$ cat config.mk
export PLATFORM = sky130hd
export DESIGN_NAME = boot_cmd_engine
export DESIGN_NICKNAME = d
export VERILOG_FILES = /design/src/boot_pkg.sv /design/src/boot_cmd_engine.sv
export SDC_FILE = /design/constraint.sdc
export NUM_CORES = 1
export LEC_CHECK = 0
export BUFFER_PORTS_ARGS = -buffer_cell sky130_fd_sc_hd__buf_2
export CAP_MARGIN = 10
export CORE_ASPECT_RATIO = 0.9
export CORE_MARGIN = 5
export CORE_UTILIZATION = 45
export CTS_CLUSTER_DIAMETER = 50
export CTS_CLUSTER_SIZE = 10
export DETAILED_ROUTE_END_ITERATION = 8
export GPL_ROUTABILITY_DRIVEN = 0
export HOLD_SLACK_MARGIN = 0.06
export PLACE_DENSITY = 0.73
export REMOVE_ABC_BUFFERS = 1
export SLEW_MARGIN = 25
export SYNTH_ARGS = -nofsm -noshare
export SYNTH_HDL_FRONTEND = slang
export SYNTH_SLANG_ARGS = --single-unit
$ cat constraint.sdc
create_clock -name CLK -period 5.33 [get_ports CLK]
set_input_delay 0.533 -clock CLK [delete_from_list [all_inputs] [get_ports CLK]]
set_output_delay 0.533 -clock CLK [all_outputs]
set_load 0.005 [all_outputs]
$ cat src/boot_pkg.sv
// Purpose: shared constants and state encoding for the boot command engine
// Assumes: byte-level serial receiver and transmitter on the same clock
// Notes:   codes are the link's own byte values
`default_nettype none
package boot_pkg;
    // ------------------------------------------------------------
    // link byte codes
    // ------------------------------------------------------------
    localparam logic [7:0] MODE_UART   = 8'h86;
    localparam logic [7:0] MODE_SYNC   = 8'h30;
    localparam logic [7:0] CMD_RAM     = 8'h10;
    localparam logic [7:0] CMD_ERASE   = 8'h40;
    localparam logic [7:0] CMD_SUM     = 8'h20;
    localparam logic [7:0] ACK_PW_OK   = 8'h10;
    localparam logic [7:0] ACK_PW_RXE  = 8'h18;
    localparam logic [7:0] ACK_PW_BAD  = 8'h11;
    localparam logic [3:0] NIB_RXERR   = 4'h8;
    localparam logic [3:0] NIB_BADCMD  = 4'h1;
    localparam logic [7:0] ERASED_BYTE = 8'hff;
    // ------------------------------------------------------------
    // counts and reset values
    // ------------------------------------------------------------
    localparam logic [3:0]  PWD_LAST   = 4'hb;
    localparam logic [3:0]  CSUM_IDX   = 4'hc;
    localparam logic [1:0]  ADDR_LAST  = 2'h3;
    localparam logic [3:0]  LEN_LAST   = 4'h5;
    localparam logic [3:0]  HI_RESET   = 4'h0;
    localparam logic [15:0] BAUD_RESET = 16'h0000;
    // ------------------------------------------------------------
    // engine states, one-hot
    // ------------------------------------------------------------
    typedef enum logic [8:0] {
        ST_MODE  = 9'h001,
        ST_ACK1  = 9'h002,
        ST_CMD   = 9'h004,
        ST_PWD   = 9'h008,
        ST_ADDR  = 9'h010,
        ST_ERASE = 9'h020,
        ST_SUMW  = 9'h040,
        ST_SUMLO = 9'h080,
        ST_HALT  = 9'h100
    } state_t;
endpackage : boot_pkg
`default_nettype wire

$ cat src/boot_cmd_engine.sv
// Purpose: single-boot command interpreter on a byte-serial link
// Assumes: receiver/transmitter and helpers run on CLK; inputs are same-clock
// Notes:   one byte per RX_VALID pulse; one byte per TX_VALID pulse
// Functional notes
// RQ1 - host selects uart with first byte 0x86
// RQ2 - host selects sync with 0x30, slow start
// RQ3 - receiver stays off during mode detection
// RQ4 - good baud: update divider, answer 0x86; else halt
// RQ5 - host waits five seconds for 0x86
// RQ6 - sync: shift clock input, answer 0x30
// RQ7 - receiver enabled before mode acknowledge loaded
// RQ8 - host sends command byte; 0x10 is ram transfer
// RQ9 - command receive error answers prior-high-nibble plus 8
// RQ10 - sync mode never reports receive errors
// RQ11 - valid command echoed; 0x10 starts password check
// RQ12 - unknown command answers prior-high-nibble plus 1
// RQ13 - twelve password bytes compared in order
// RQ14 - host sends two's complement password checksum
// RQ15 - receive error in password bytes answers 0x18
// RQ16 - nonzero password checksum answers 0x11
// RQ17 - uniform non-erased stored password or mismatch: 0x11
// RQ18 - all checks pass answers 0x10
// RQ19 - four address bytes, most significant first
// RQ20 - chip erase needs no password, sets security
// RQ21 - flash sum returned; no raw flash readback
// RQ22 - erase command 0x40 echoed on acceptance
// RQ23 - length bytes follow, high byte first
// RQ24 - acknowledge bits 1 and 2 always zero; the uart mode acknowledge 0x86 has both bits set
`default_nettype none
module boot_cmd_engine
(
    // clock and reset
    input  wire logic        CLK,
    input  wire logic        RST_N,
    // mode byte detector
    input  wire logic        MODE_VALID,
    input  wire logic [7:0]  MODE_BYTE,
    input  wire logic        BAUD_OK,
    input  wire logic [15:0] BAUD_MEAS,
    // serial receiver
    input  wire logic        RX_VALID,
    input  wire logic [7:0]  RX_DATA,
    input  wire logic        RX_ERR,
    // serial transmitter
    input  wire logic        TX_READY,
    output logic             TX_VALID,
    output logic [7:0]       TX_DATA,
    // serial channel configuration
    output logic             RX_ENABLE,
    output logic             SYNC_MODE,
    output logic             SCLK_INPUT,
    output logic [15:0]      BAUD_DIV,
    output logic             HALTED,
    // stored password, byte 0 in bits 7:0
    input  wire logic [95:0] PWD_STORED,
    // ram load address and length
    output logic [31:0]      LOAD_ADDR,
    output logic             ADDR_VALID,
    output logic [15:0]      LOAD_LEN,
    output logic             LEN_VALID,
    // flash erase and sum
    output logic             ERASE_REQ,
    input  wire logic        ERASE_DONE,
    output logic             SECURITY_BIT,
    output logic             SUM_REQ,
    input  wire logic        SUM_DONE,
    input  wire logic [15:0] SUM_VALUE
);
    // ------------------------------------------------------------
    // state
    // ------------------------------------------------------------
    typedef struct packed {
        boot_pkg::state_t st;
        logic             rx_en;
        logic             sync;
        logic             sclk_in;
        logic [15:0]      baud;
        logic [3:0]       prev_hi;
        logic [3:0]       idx;
        logic [7:0]       psum;
        logic             perr;
        logic             rerr;
        logic [31:0]      addr;
        logic             addr_vld;
        logic             tx_vld;
        logic [7:0]       tx_data;
        logic             erase_req;
        logic             sum_req;
        logic             secure;
        logic [7:0]       sum_lo;
        logic [15:0]      len;
        logic             len_vld;
        logic             halt;
    } eng_t;

    eng_t q;
    eng_t d;

    // a stored password of one repeated non-erased value is too guessable
    function automatic logic uniform_pwd(input logic [95:0] p);
        logic same;
        same = 1'b1;
        for (int i = 1; i < 12; i++)
        begin
            if (p[i*8 +: 8] != p[7:0])
            begin
                same = 1'b0;
            end
        end
        return same && (p[7:0] != boot_pkg::ERASED_BYTE);
    endfunction : uniform_pwd

    // ------------------------------------------------------------
    // next state
    // ------------------------------------------------------------
    always_comb
    begin
        logic       rx_bad;
        logic [7:0] total;
        rx_bad = RX_ERR && !q.sync; // [RQ10]
        total  = 8'h00;
        d = q;
        d.tx_vld    = 1'b0;
        d.addr_vld  = 1'b0;
        d.erase_req = 1'b0;
        d.sum_req   = 1'b0;
        d.len_vld   = 1'b0;
        case (q.st)
            boot_pkg::ST_MODE:
            begin
                d.rx_en = 1'b0; // [RQ3]
                if (MODE_VALID && MODE_BYTE == boot_pkg::MODE_UART)
                begin
                    if (BAUD_OK)
                    begin
                        d.baud  = BAUD_MEAS; // [RQ4]
                        d.rx_en = 1'b1; // [RQ7]
                        d.st    = boot_pkg::ST_ACK1;
                    end
                    else
                    begin
                        d.halt = 1'b1;
                        d.st = boot_pkg::ST_HALT; // [RQ4]
                    end
                end
                else if (MODE_VALID && MODE_BYTE == boot_pkg::MODE_SYNC)
                begin
                    d.sync    = 1'b1;
                    d.sclk_in = 1'b1; // [RQ6]
                    d.rx_en   = 1'b1; // [RQ7]
                    d.st      = boot_pkg::ST_ACK1;
                end
            end
            boot_pkg::ST_ACK1:
            begin
                // receiver was enabled a cycle earlier
                if (TX_READY)
                begin
                    d.tx_vld  = 1'b1;
                    d.tx_data = q.sync ? boot_pkg::MODE_SYNC
                                       : boot_pkg::MODE_UART; // [RQ4] [RQ6]
                    d.st      = boot_pkg::ST_CMD;
                end
            end
            boot_pkg::ST_CMD:
            begin
                if (RX_VALID)
                begin
                    d.tx_vld = 1'b1;
                    if (rx_bad)
                    begin
                        d.tx_data = {q.prev_hi, boot_pkg::NIB_RXERR}; // [RQ9]
                    end
                    else if (RX_DATA == boot_pkg::CMD_RAM)
                    begin
                        d.tx_data = RX_DATA; // [RQ11]
                        d.prev_hi = RX_DATA[7:4];
                        d.idx     = 4'h0;
                        d.psum    = 8'h00;
                        d.perr    = 1'b0;
                        d.rerr    = 1'b0;
                        d.st      = boot_pkg::ST_PWD;
                    end
                    else if (RX_DATA == boot_pkg::CMD_ERASE)
                    begin
                        d.tx_data   = RX_DATA; // [RQ22]
                        d.prev_hi   = RX_DATA[7:4];
                        d.erase_req = 1'b1; // [RQ20]
                        d.st        = boot_pkg::ST_ERASE;
                    end
                    else if (RX_DATA == boot_pkg::CMD_SUM)
                    begin
                        d.tx_data = RX_DATA;
                        d.prev_hi = RX_DATA[7:4];
                        d.sum_req = 1'b1; // [RQ21]
                        d.st      = boot_pkg::ST_SUMW;
                    end
                    else
                    begin
                        d.tx_data = {q.prev_hi, boot_pkg::NIB_BADCMD}; // [RQ12]
                    end
                end
            end
            boot_pkg::ST_PWD:
            begin
                if (RX_VALID)
                begin
                    d.rerr = q.rerr | rx_bad;
                    if (q.idx != boot_pkg::CSUM_IDX)
                    begin
                        if (RX_DATA != PWD_STORED[q.idx*8 +: 8])
                        begin
                            d.perr = 1'b1; // [RQ13]
                        end
                        d.psum = q.psum + RX_DATA;
                        d.idx  = q.idx + 4'h1;
                    end
                    else
                    begin
                        total    = q.psum + RX_DATA; // [RQ16]
                        d.tx_vld = 1'b1;
                        d.idx    = 4'h0;
                        d.st     = boot_pkg::ST_CMD;
                        if (q.rerr || rx_bad)
                        begin
                            d.tx_data = boot_pkg::ACK_PW_RXE; // [RQ15]
                        end
                        else if (total != 8'h00)
                        begin
                            d.tx_data = boot_pkg::ACK_PW_BAD; // [RQ16]
                        end
                        else if (q.perr || uniform_pwd(PWD_STORED))
                        begin
                            d.tx_data = boot_pkg::ACK_PW_BAD; // [RQ17]
                        end
                        else
                        begin
                            d.tx_data = boot_pkg::ACK_PW_OK; // [RQ18]
                            d.st      = boot_pkg::ST_ADDR;
                        end
                    end
                end
            end
            boot_pkg::ST_ADDR:
            begin
                if (RX_VALID)
                begin
                    d.idx = q.idx + 4'h1;
                    if (!q.idx[2])
                    begin
                        d.addr = {q.addr[23:0], RX_DATA}; // [RQ19]
                    end
                    else
                    begin
                        d.len = {q.len[7:0], RX_DATA}; // [RQ23]
                    end
                    if (q.idx[1:0] == boot_pkg::ADDR_LAST)
                    begin
                        d.addr_vld = 1'b1;
                    end
                    if (q.idx == boot_pkg::LEN_LAST)
                    begin
                        // data and branch stages belong to the loader core
                        d.len_vld = 1'b1;
                        d.idx     = 4'h0;
                        d.st      = boot_pkg::ST_CMD;
                    end
                end
            end
            boot_pkg::ST_ERASE:
            begin
                if (ERASE_DONE)
                begin
                    d.secure = 1'b1; // [RQ20]
                    d.st     = boot_pkg::ST_CMD;
                end
            end
            boot_pkg::ST_SUMW:
            begin
                if (SUM_DONE && TX_READY)
                begin
                    d.tx_vld  = 1'b1;
                    d.tx_data = SUM_VALUE[15:8]; // [RQ21]
                    d.sum_lo  = SUM_VALUE[7:0];
                    d.st      = boot_pkg::ST_SUMLO;
                end
            end
            boot_pkg::ST_SUMLO:
            begin
                if (TX_READY)
                begin
                    d.tx_vld  = 1'b1;
                    d.tx_data = q.sum_lo;
                    d.st      = boot_pkg::ST_CMD;
                end
            end
            boot_pkg::ST_HALT:
            begin
                // unusable baud rate: stay silent until reset
                d.rx_en = 1'b0;
            end
            default:
            begin
                d.st = boot_pkg::ST_MODE;
            end
        endcase
    end

    always_ff @(posedge CLK)
    begin
        if (!RST_N)
        begin
            q         <= '0;
            q.st      <= boot_pkg::ST_MODE;
            q.baud    <= boot_pkg::BAUD_RESET;
            q.prev_hi <= boot_pkg::HI_RESET;
        end
        else
        begin
            q <= d;
        end
    end

    // ------------------------------------------------------------
    // outputs
    // ------------------------------------------------------------
    assign TX_VALID     = q.tx_vld;
    assign TX_DATA      = q.tx_data;
    assign RX_ENABLE    = q.rx_en;
    assign SYNC_MODE    = q.sync;
    assign SCLK_INPUT   = q.sclk_in;
    assign BAUD_DIV     = q.baud;
    assign HALTED       = q.halt;
    assign LOAD_ADDR    = q.addr;
    assign ADDR_VALID   = q.addr_vld;
    assign LOAD_LEN     = q.len;
    assign LEN_VALID    = q.len_vld;
    assign ERASE_REQ    = q.erase_req;
    assign SECURITY_BIT = q.secure;
    assign SUM_REQ      = q.sum_req;

    // ------------------------------------------------------------
    // checks
    // ------------------------------------------------------------
    chk_rx_off_mode: assert property ( // [RQ3]
        @(posedge CLK) disable iff (!RST_N)
        (q.st == boot_pkg::ST_MODE) |-> !q.rx_en)
        else $error("receiver on during mode detection");

    chk_rxen_before_ack: assert property ( // [RQ7]
        @(posedge CLK) disable iff (!RST_N)
        (q.tx_vld && $past(q.st) == boot_pkg::ST_ACK1)
        |-> $past(q.rx_en) && q.rx_en)
        else $error("mode ack loaded before receiver enabled");

    chk_baud_update: assert property ( // [RQ4]
        @(posedge CLK) disable iff (!RST_N)
        (q.st == boot_pkg::ST_MODE && MODE_VALID && BAUD_OK
         && MODE_BYTE == boot_pkg::MODE_UART)
        |=> q.baud == $past(BAUD_MEAS) ##[1:20] q.tx_vld
            && q.tx_data == boot_pkg::MODE_UART)
        else $error("baud not updated or 0x86 missing");

    chk_halt_silent: assert property ( // [RQ4]
        @(posedge CLK) disable iff (!RST_N)
        (q.st == boot_pkg::ST_HALT) |=> !q.tx_vld && !q.rx_en)
        else $error("halted engine still active");

    chk_sync_noerr: assert property ( // [RQ10]
        @(posedge CLK) disable iff (!RST_N)
        (q.sync && q.tx_vld && $past(q.st) != boot_pkg::ST_SUMW
         && $past(q.st) != boot_pkg::ST_SUMLO) |-> !q.tx_data[3])
        else $error("receive error reported in sync mode");

    chk_ack_zero_bits: assert property ( // [RQ24]
        @(posedge CLK) disable iff (!RST_N)
        (q.tx_vld && q.st != boot_pkg::ST_SUMLO
         && $past(q.st) != boot_pkg::ST_SUMLO
         && $past(q.st) != boot_pkg::ST_ACK1
         && $past(q.st) != boot_pkg::ST_SUMW)
        |-> q.tx_data[2:1] == 2'b00)
        else $error("acknowledge bits 1 and 2 not zero");

    chk_ram_echo: assert property ( // [RQ11]
        @(posedge CLK) disable iff (!RST_N)
        (q.st == boot_pkg::ST_CMD && RX_VALID && !(RX_ERR && !q.sync)
         && RX_DATA == boot_pkg::CMD_RAM)
        |=> q.tx_vld && q.tx_data == boot_pkg::CMD_RAM
            && q.st == boot_pkg::ST_PWD)
        else $error("ram transfer command not echoed");

    chk_bad_cmd: assert property ( // [RQ12]
        @(posedge CLK) disable iff (!RST_N)
        (q.st == boot_pkg::ST_CMD && RX_VALID && !(RX_ERR && !q.sync)
         && RX_DATA != boot_pkg::CMD_RAM && RX_DATA != boot_pkg::CMD_ERASE
         && RX_DATA != boot_pkg::CMD_SUM)
        |=> q.tx_vld && q.tx_data == {$past(q.prev_hi), 4'h1}
            && q.st == boot_pkg::ST_CMD)
        else $error("invalid command answer wrong");

    chk_secure_set: assert property ( // [RQ20]
        @(posedge CLK) disable iff (!RST_N)
        (q.st == boot_pkg::ST_ERASE && ERASE_DONE) |=> q.secure)
        else $error("security bit not set after erase");

    chk_len_done: assert property ( // [RQ23]
        @(posedge CLK) disable iff (!RST_N)
        (q.st == boot_pkg::ST_ADDR && RX_VALID
         && q.idx == boot_pkg::LEN_LAST)
        |=> q.len_vld && q.len[7:0] == $past(RX_DATA)
            && q.st == boot_pkg::ST_CMD)
        else $error("length stage not closed");

    chk_sclk_input: assert property ( // [RQ6]
        @(posedge CLK) disable iff (!RST_N)
        q.sync |-> q.sclk_in && q.rx_en)
        else $error("sync mode without clock input");
endmodule : boot_cmd_engine
`default_nettype wire

Word-level counts from Yosys, hierarchy flattened
Index checks and enable logic that the tools add are counted.
{"block": "totals", "ff_bits": 116, "latch_bits": 0, "mem_bits_rw": 0, "rom_bits": 0, "out_inout_bits": 82, "memories": 0}
{"block": "op_classes", "add_sub_neg": 2, "mul": 0, "n_div": 0, "n_lt_le_gt_ge": 0, "eq_ne": 46, "n_shift": 1, "muxes": 73, "bitwise_logic": 9, "reduce_logical": 32}
{"op": "$mux 9", "n": 19}
{"op": "$ne 8x8->1", "n": 12}
{"op": "$shiftx 96x8->8", "n": 1}
{"op": "$pmux 9 s8", "n": 1}
{"op": "$mux 14", "n": 4}
{"op": "$mux 8", "n": 7}
{"op": "$pmux 9 s5", "n": 1}
{"op": "$ne 2x2->1 const B", "n": 13}
{"op": "$mux 1", "n": 24}
{"op": "$mux 4", "n": 6}
{"op": "$pmux 10 s2", "n": 1}
{"op": "$reduce_and 3->1", "n": 6}
{"op": "$eq 8x6->1 const B", "n": 2}
{"op": "$mux 5", "n": 3}
{"op": "$reduce_and 7->1", "n": 2}
{"op": "$mux 12", "n": 1}
{"op": "$pmux 4 s3", "n": 1}
{"op": "$reduce_and 12->1", "n": 1}
{"op": "$reduce_and 6->1", "n": 2}
{"op": "$mux 11", "n": 1}
{"op": "$mux 10", "n": 1}
{"op": "$eq 9x1->1 const B", "n": 1}
{"op": "$eq 9x2->1 const B", "n": 1}
{"op": "$eq 9x3->1 const B", "n": 1}
{"op": "34 further kinds", "n": 51}

Longest topological paths before layout
Gate-level depths: netlist (run 1).
{"block": "logic_depth", "ltp_word": 25, "mapped_depth": 12, "mapped_depth_nobuf": 9}

Worst setup path before layout (run 1)
Ideal clock, no wire load.
{"block": "synth_timing", "kind": "input to register", "start": "input port RX_DATA[0]", "end": "register q[112] in the netlist's numbering", "setup_time_ns": 0.070, "arrival_ns": 2.719, "required_time_ns": 5.260, "path_slack_ns": 2.541, "cell_stages": 9, "n_path_buf": 0, "path_cell_list": "ha_1 fa_1 a211oi_1 o21bai_1 a21oi_1 xor2_1 o31ai_2 or4_2 a21oi_1"}
{"block": "synth_between", "elab_chain_cells": 7, "elab_cells_between_ends": 16}
{"element": "from (decl)", "line_no": "boot_cmd_engine.sv:42", "source": "input wire logic [7:0] RX_DATA,"}
{"element": "$add 8x8->8", "line_no": "boot_cmd_engine.sv:220", "source": "total = q.psum + RX_DATA;"}
{"element": "$reduce_bool 8->1", "line_no": "boot_cmd_engine.sv:228", "source": "else if (total != 8'h00)"}
{"element": "$mux 5", "line_no": "boot_cmd_engine.sv:228"}
{"element": "$mux 5", "line_no": "boot_cmd_engine.sv:224", "source": "if (q.rerr || rx_bad)"}
{"element": "$mux 9", "line_no": "boot_cmd_engine.sv:209", "source": "if (q.idx != boot_pkg::CSUM_IDX)"}
{"element": "$mux 9", "line_no": "boot_cmd_engine.sv:206", "source": "if (RX_VALID)"}
{"element": "$pmux 9 s8", "line_no": "boot_cmd_engine.sv:128", "source": "case (q.st)"}
{"element": "to (decl)", "line_no": "boot_cmd_engine.sv:96", "source": "eng_t q;"}
Several ways; a longest one is shown, not always the timed one. The select of a mux whose other input is x is not followed.
A chain may end at the register's enable or synchronous reset.

Final worst setup path (run 1)
{"block": "layout_timing", "start": "register q[81] in the netlist's numbering", "end": "register q[72] in the netlist's numbering"}
{"block": "layout_between", "elab_chain_cells": 4, "elab_cells_between_ends": 6}
{"element": "$shiftx 96x8->8", "line_no": "boot_cmd_engine.sv:211", "source": "if (RX_DATA != PWD_STORED[q.idx*8 +: 8])"}
{"element": "$ne 8x8->1", "line_no": "boot_cmd_engine.sv:211"}
{"element": "$ne 2x2->1 (no line)"}
{"element": "$reduce_and 7->1 (no line) (*)"}
Mark *: on every way between the ends. The rest lies on a longest branch, timed or not.

==> flow_metrics.py, run 1 <==
metrics = {
    "synthesis": {
        "yosysMostFrequentCell": "nand2_1",
        "yosysTopAreaCell": "dfxtp_1",
        "yosys_most_used_dff": "dfxtp_1",
        "ys_ff_latch": 116,
        "synth.distinct_cells": 68,
        "yosys-top-cells-area": "dfxtp_1, buf_4, nand2_1, mux4_2, a21oi_1",
        "netlist_instances": 897,
        "synth-edff-count": 0,
        "synth_area_um2": 7260,
        "yosysSeqAreaShare_pct": 32.0,
        "synth_top_area_share_pct": 32.0,
        "syn_avg_cell_area_um2": 8.10,
        "async_flop_share_pct": 0,
        "yosys_warnings": 0,
        "synthTopCellsByCount": "nand2_1, dfxtp_1, a21oi_1",
    },
    "floorplanning": {
        "die_y_um": 131,
        "io-pin-count": 235,
        "placementRows": 44,
        "start_util_pct": 45.5,
        "dieArea_um2": 18800,
        "die_width_um": 144,
        "core_um2": 16000,
    },
    "sta": {
        "fmax_mhz": 343,
        "finalHoldViolCount": 0,
        "fin_ws_ns": 2.42,
        "rsz0062_at_grt": "no",
        "relSlewSlack_pct": 38.2,
        "slew_viol_final": 0,
        "setup_viol": 0,
        "worst_pin_slew_ns": 0.923,
        "min_period_over_period_pct": 54.7,
        "finalCriticalPeriod_ns": 2.91,
        "worst_clock_skew_ns": 0.00825,
        "finalSetupTns_ns": 0,
    },
    "setup_path": {
        "path_class": "flop to flop",
        "endpoint_kind": "flop",
        "cp-start-kind": "flop",
        "r2r-start": "q[81]",
        "critical_path.endpoint": "q[72]",
        "r2r_cells": 8,
        "r2r_setup_slack_ns": 2.42,
        "required_ns": 5.59,
        "r2r-end": "q[72]",
        "crit_start": "q[81]",
        "arrival_ns": 3.17,
        "path_max_fanout": 17,
    },
    "pwr": {
        "pwr-share-comb_pct": 8.0,
        "power.net_switching_uw": 485,
        "p_sw_share_pct": 21.6,
        "p_seq_share_pct": 38.7,
        "clkPwrFrac_pct": 53.3,
        "peakVddDrop_v": 0.000180,
        "p_int_mw": 1.76,
        "p_leak_nw": 3.43,
        "powerDensity_nw_per_um2": 262,
    },
    "routing": {
        "routed_via_density": 5.60,
        "drc_errors": 0,
        "drt_iter0_drc": 439,
        "dr_total_vias": 6996,
        "wirelength_mm": 21.3,
        "dr.pass1.iters": 5,
        "routedWlPerCell_um": 17.0,
        "antenna_left": 0,
    },
    "clock_network": {
        "cts_resized": 0,
        "cts_sinks": 116,
        "numCtsBuffers": 17,
        "cts_tree": "built",
        "cts_hold_buf": 0,
        "htreeDepth": 4,
        "clk_pin_slew_ns": 0.06,
        "worstSkewPairLatency_ns": 0.41,
        "post_cts_buffers": 0,
        "root_buffer": "clkbuf_16",
        "ctsLongestPathBuffers": 2,
    },
    "global_routing": {
        "grt_pass1_vias": 6544,
        "antenna_found_initial": 0,
        "grt_start_max_net_pins": 60,
        "grt_usage_pct": 22.1,
        "grt_pass1_wl_mm": 33.2,
        "grt.overflow.total": 0,
    },
    "place": {
        "portBuffers": 234,
        "dpl.hpwl_mm": 16.2,
        "pre_cts_ws_ns": 2.14,
    },
    "final_layout": {
        "seq_area_um2": 2320,
        "fillers": 1526,
        "insertedDiodeCount": 0,
        "multi_input_area_um2": 4090,
        "drive_above_1_share_pct": 29.7,
        "fin_util_pct": 53.8,
        "nets": 1194,
        "area_growth_syn_to_layout_pct": 18.2,
    },
    "status": {
        "status": "finished, final reports clean",
    },
    "hold_path": {
        "hold_class": "input pin to flop",
    },
    "job": {
        "cap_violations": 0,
    },
}
[state kept, by name (all words and copies together) (netlist names)]
register,count
q,35
LOAD_ADDR,32
BAUD_DIV,16
LOAD_LEN,16
TX_DATA,8
ADDR_VALID,1
ERASE_REQ,1
HALTED,1
LEN_VALID,1
RX_ENABLE,1
SCLK_INPUT,1
SECURITY_BIT,1
SUM_REQ,1
TX_VALID,1
[per-stage QoR]
step	cells	total power [mW]	hold WS (ns)	instance area, µm²
after global placement	1218	1.06	0.421	7960
after CTS	1249	2.26	0.344	8590
final	1249	2.25	0.355	8590
after detailed placement	1218	1.06	0.424	7960
after global routing	1249	2.32	0.343	8590
after floorplan	770	0.956	0.406	6470
[layout make-up]
class	instances	share of cell area (%)
inverter	18	0.802
tap	207	3.02
timing repair buffer	241	14.3
clock buffer	22	5.52
sequential	116	27.0
multi-input combinational	636	47.6
clock inverter	9	1.76
[per-layer routing]
metal  up-vias  share of wire (%)  track usage (%)
met1      3246                 41             27.9
met4         0                2.0             7.59
met2       304                 48             36.7
li1       3416                  -                -
met5         -                  0                0
met3        30                9.6             6.11
[cells in the final DEF (no fill, tap or decap), types with 8 or more instances in the layout]
cell type | Yosys | final
xnor2_1 | 18 | 18
nand3_1 | 22 | 22
nand2b_1 | 8 | 8
dfxtp_1 | 116 | 116
mux4_2 | 23 | 23
or4_1 | 13 | 13
mux2i_1 | 31 | 31
ha_1 | 10 | 10
nor3_1 | 22 | 22
and3_1 | 12 | 12
nor4_1 | 16 | 16
clkbuf_16 | 0 | 17
nand3b_1 | 8 | 8
buf_2 | 7 | 234
a21oi_1 | 90 | 90
a22oi_1 | 9 | 9
nand2_1 | 139 | 139
nor2_1 | 72 | 71
o21ai_0 | 34 | 34
inv_1 | 17 | 17
nand4_1 | 17 | 17
[logic make-up (layout without fill, tap and decap cells)]
group           count (synthesis)  count (layout)  share of synthesized area (%)
xor+xnor                       23              23                           2.77
compound gates                185             185                           15.3
mux                            56              56                           11.9
fa+ha+maj                      11              11                           2.00
buf+inv                       145             290                           11.8
simple gates                  361             361                           24.3
flops                         116             116                           32.0
[critical path: stages, from the launching register on]
cell and delay [ns]:
dfxtp_1 0.75, buf_4 0.41, mux4_2 0.54, mux2i_1 0.16
o21ai_0 0.15, xnor2_1 0.19, nand4_1 0.16, nor4_1 0.29
a2111oi_0 0.10
[power by group through the flow]
stage	Sequential (mW)	Combinational (mW)	Clock, mW
finish	0.869	0.180	1.20
global route	0.868	0.198	1.25
CTS	0.868	0.179	1.21
detailed placement	0.887	0.178	0
global placement	0.887	0.175	0
floorplan	0.887	0.0690	0
[how the worst min path moves through the flow]
| stage | from | end | slack [ns] | cells after the start |
|---|---|---|---|---|
| 2_1_floorplan | q[88] | q[88] | 0.41 | 2 |
| 3_3_place_gp | q[88] | q[88] | 0.42 | 2 |
| 3_5_place_dp | q[88] | q[88] | 0.42 | 2 |
| 4_1_cts | BAUD_MEAS[11] | BAUD_DIV[11] | 0.34 | 3 |
| 5_1_grt | BAUD_MEAS[11] | BAUD_DIV[11] | 0.34 | 3 |
| 6_report | BAUD_MEAS[11] | BAUD_DIV[11] | 0.35 | 3 |
No activity file was read; power rests on OpenSTA's default activity.
==> run 2: changes to the inputs <==
- clock period: 5.33 -> 2.9 ns (I/O delays scaled with it)
==> run 2 against run 1 <==
Against the previous run: sequential share of layout area decreased by 0.33 points; critical path type unchanged; critical endpoint is now q[112]; combinational power increased by 89%; sequential power increased by 84%; flip-flop and latch count unchanged; setup slack got worse by 2.2 ns; non-clock buffer count increased by 15; clock power increased by 73%.
==> flow_metrics.py, run 2 (same netlist as run 1, synthesis figures left out) <==
metrics = {
    "status": {
        "status": "finished, final reports clean",
    },
    "floorplanning": {
        "io-pin-count": 235,
        "dieArea_um2": 18800,
        "placementRows": 44,
        "start_util_pct": 45.5,
        "die_y_um": 131,
        "core_um2": 16000,
        "die_width_um": 144,
    },
    "setup_path": {
        "r2r-end": "q[112]",
        "endpoint_kind": "flop",
        "r2r_cells": 9,
        "path_class": "flop to flop",
        "cp-start-kind": "flop",
        "arrival_ns": 3.03,
        "crit_start": "q[73]",
        "path_max_fanout": 2,
        "r2r-start": "q[73]",
        "r2r_setup_slack_ns": 0.19,
        "critical_path.endpoint": "q[112]",
        "required_ns": 3.22,
    },
    "routing": {
        "drc_errors": 0,
        "routed_via_density": 5.56,
        "antenna_left": 0,
        "drt_iter0_drc": 451,
        "dr.pass1.iters": 5,
        "routedWlPerCell_um": 17.1,
        "wirelength_mm": 21.6,
        "dr_total_vias": 7026,
    },
    "final_layout": {
        "seq_area_um2": 2320,
        "drive_above_1_share_pct": 30.7,
        "largest_reg_flops": 35,
        "fillers": 1537,
        "fin_util_pct": 54.5,
        "final_common_cell": "buf_2",
        "area_growth_syn_to_layout_pct": 19.7,
        "regMostFlops": "q",
        "fin_cells": 1264,
        "design_area_um2": 8690,
        "final_cell_mix": "buf_2, nand2_1, dfxtp_1, a21oi_1, nor2_1",
        "insertedDiodeCount": 0,
        "multi_input_area_um2": 4100,
        "nets": 1209,
    },
    "clock_network": {
        "ctsLongestPathBuffers": 2,
        "root_buffer": "clkbuf_16",
        "cts_hold_buf": 0,
        "htreeDepth": 4,
        "numCtsBuffers": 17,
        "cts_tree": "built",
        "worstSkewPairLatency_ns": 0.42,
        "post_cts_buffers": 0,
        "cts_sinks": 116,
        "clk_pin_slew_ns": 0.05,
    },
    "hold_path": {
        "hold_class": "input pin to flop",
        "min_path_cells": 3,
    },
    "global_routing": {
        "grt_pass1_wl_mm": 33.5,
        "grt_pass1_vias": 6621,
        "grt_start_max_net_pins": 46,
        "grt_usage_pct": 22.4,
        "grt.overflow.total": 0,
        "antenna_found_initial": 0,
    },
    "sta": {
        "fmax_mhz": 369,
        "worst_pin_slew_ns": 0.657,
        "hold_slack_ns": 0.110,
        "finalSetupTns_ns": 0,
        "min_period_over_period_pct": 93.5,
        "fin_ws_ns": 0.188,
        "slew_viol_final": 0,
        "worst_clock_skew_ns": 0.0124,
        "finalCriticalPeriod_ns": 2.71,
        "relSlewSlack_pct": 56.2,
        "finalHoldViolCount": 0,
        "rsz0062_at_grt": "no",
        "setup_viol": 0,
    },
    "pwr": {
        "power_mw": 4.01,
        "peakVddDrop_v": 0.000409,
        "p_leak_nw": 3.49,
        "powerDensity_nw_per_um2": 461,
    },
    "place": {
        "portBuffers": 234,
        "placed_area_um2": 8100,
        "dpl.hpwl_mm": 16.4,
        "pre_cts_ws_ns": -0.0175,
        "dpl.cell_count": 1233,
    },
    "job": {
        "cap_violations": 0,
    },
}
-- run 2: cell types whose count changed in the layout (fill, tap and decap cells not counted), sizes merged --
cell      before  now
clkbuf        22   21
bufinv         4    3
buf          241  256
clkinvlp       1    3
-- run 2: final cells by class --
type                            count  area share, %
Clock buffer                       21           5.18
Inverter                           18          0.792
Tap cell                          207           2.98
Timing Repair Buffer              256           15.7
Sequential cell                   116           26.7
Multi-Input combinational cell    636           47.2
Clock inverter                     10           1.53
-- run 2: power by group --
group	total (mW)	leakage (nW)	internal [mW]	switching [mW]
Sequential	1.60	0.934	1.60	0.000632
Clock	2.07	0.279	1.36	0.709
Combinational	0.340	2.28	0.154	0.187
Total	4.01	3.49	3.11	0.897
-- run 2: how the worst min path moves through the flow --
stage             startpoint            to  slack, ns
6_report       BAUD_MEAS[14]  BAUD_DIV[14]       0.11
5_1_grt         BAUD_MEAS[8]   BAUD_DIV[8]       0.11
4_1_cts         BAUD_MEAS[7]   BAUD_DIV[7]        0.1
3_5_place_dp           q[88]         q[88]       0.42
3_3_place_gp           q[88]         q[88]       0.42
2_1_floorplan     RX_DATA[4]       SUM_REQ       0.37
-- run 2: critical path, stage by stage (launching register included) --
cell	delay [ns]
dfxtp_1	0.31
ha_1	0.20
fa_1	0.43
a211oi_2	0.24
o21bai_1	0.11
a21oi_1	0.18
xor2_1	0.25
o31ai_2	0.12
or4_2	0.64
a21oi_1	0.14
-- run 2: what timing repair did --
action / CTS / global route
resized for setup: 0 / 1
endpoints found under the hold margin: 0 / 0
setup endpoints to repair: 0 / 1
-- run 2: per-layer routing --
layer | global-route usage, % | wire length, µm | vias to the layer above
met2 | 36.7 | 10100 | 319
met1 | 28.6 | 8980 | 3234
li1 | - | - | 3438
met3 | 6.26 | 2050 | 35
met5 | 0 | 0 | -
met4 | 7.59 | 459 | 0
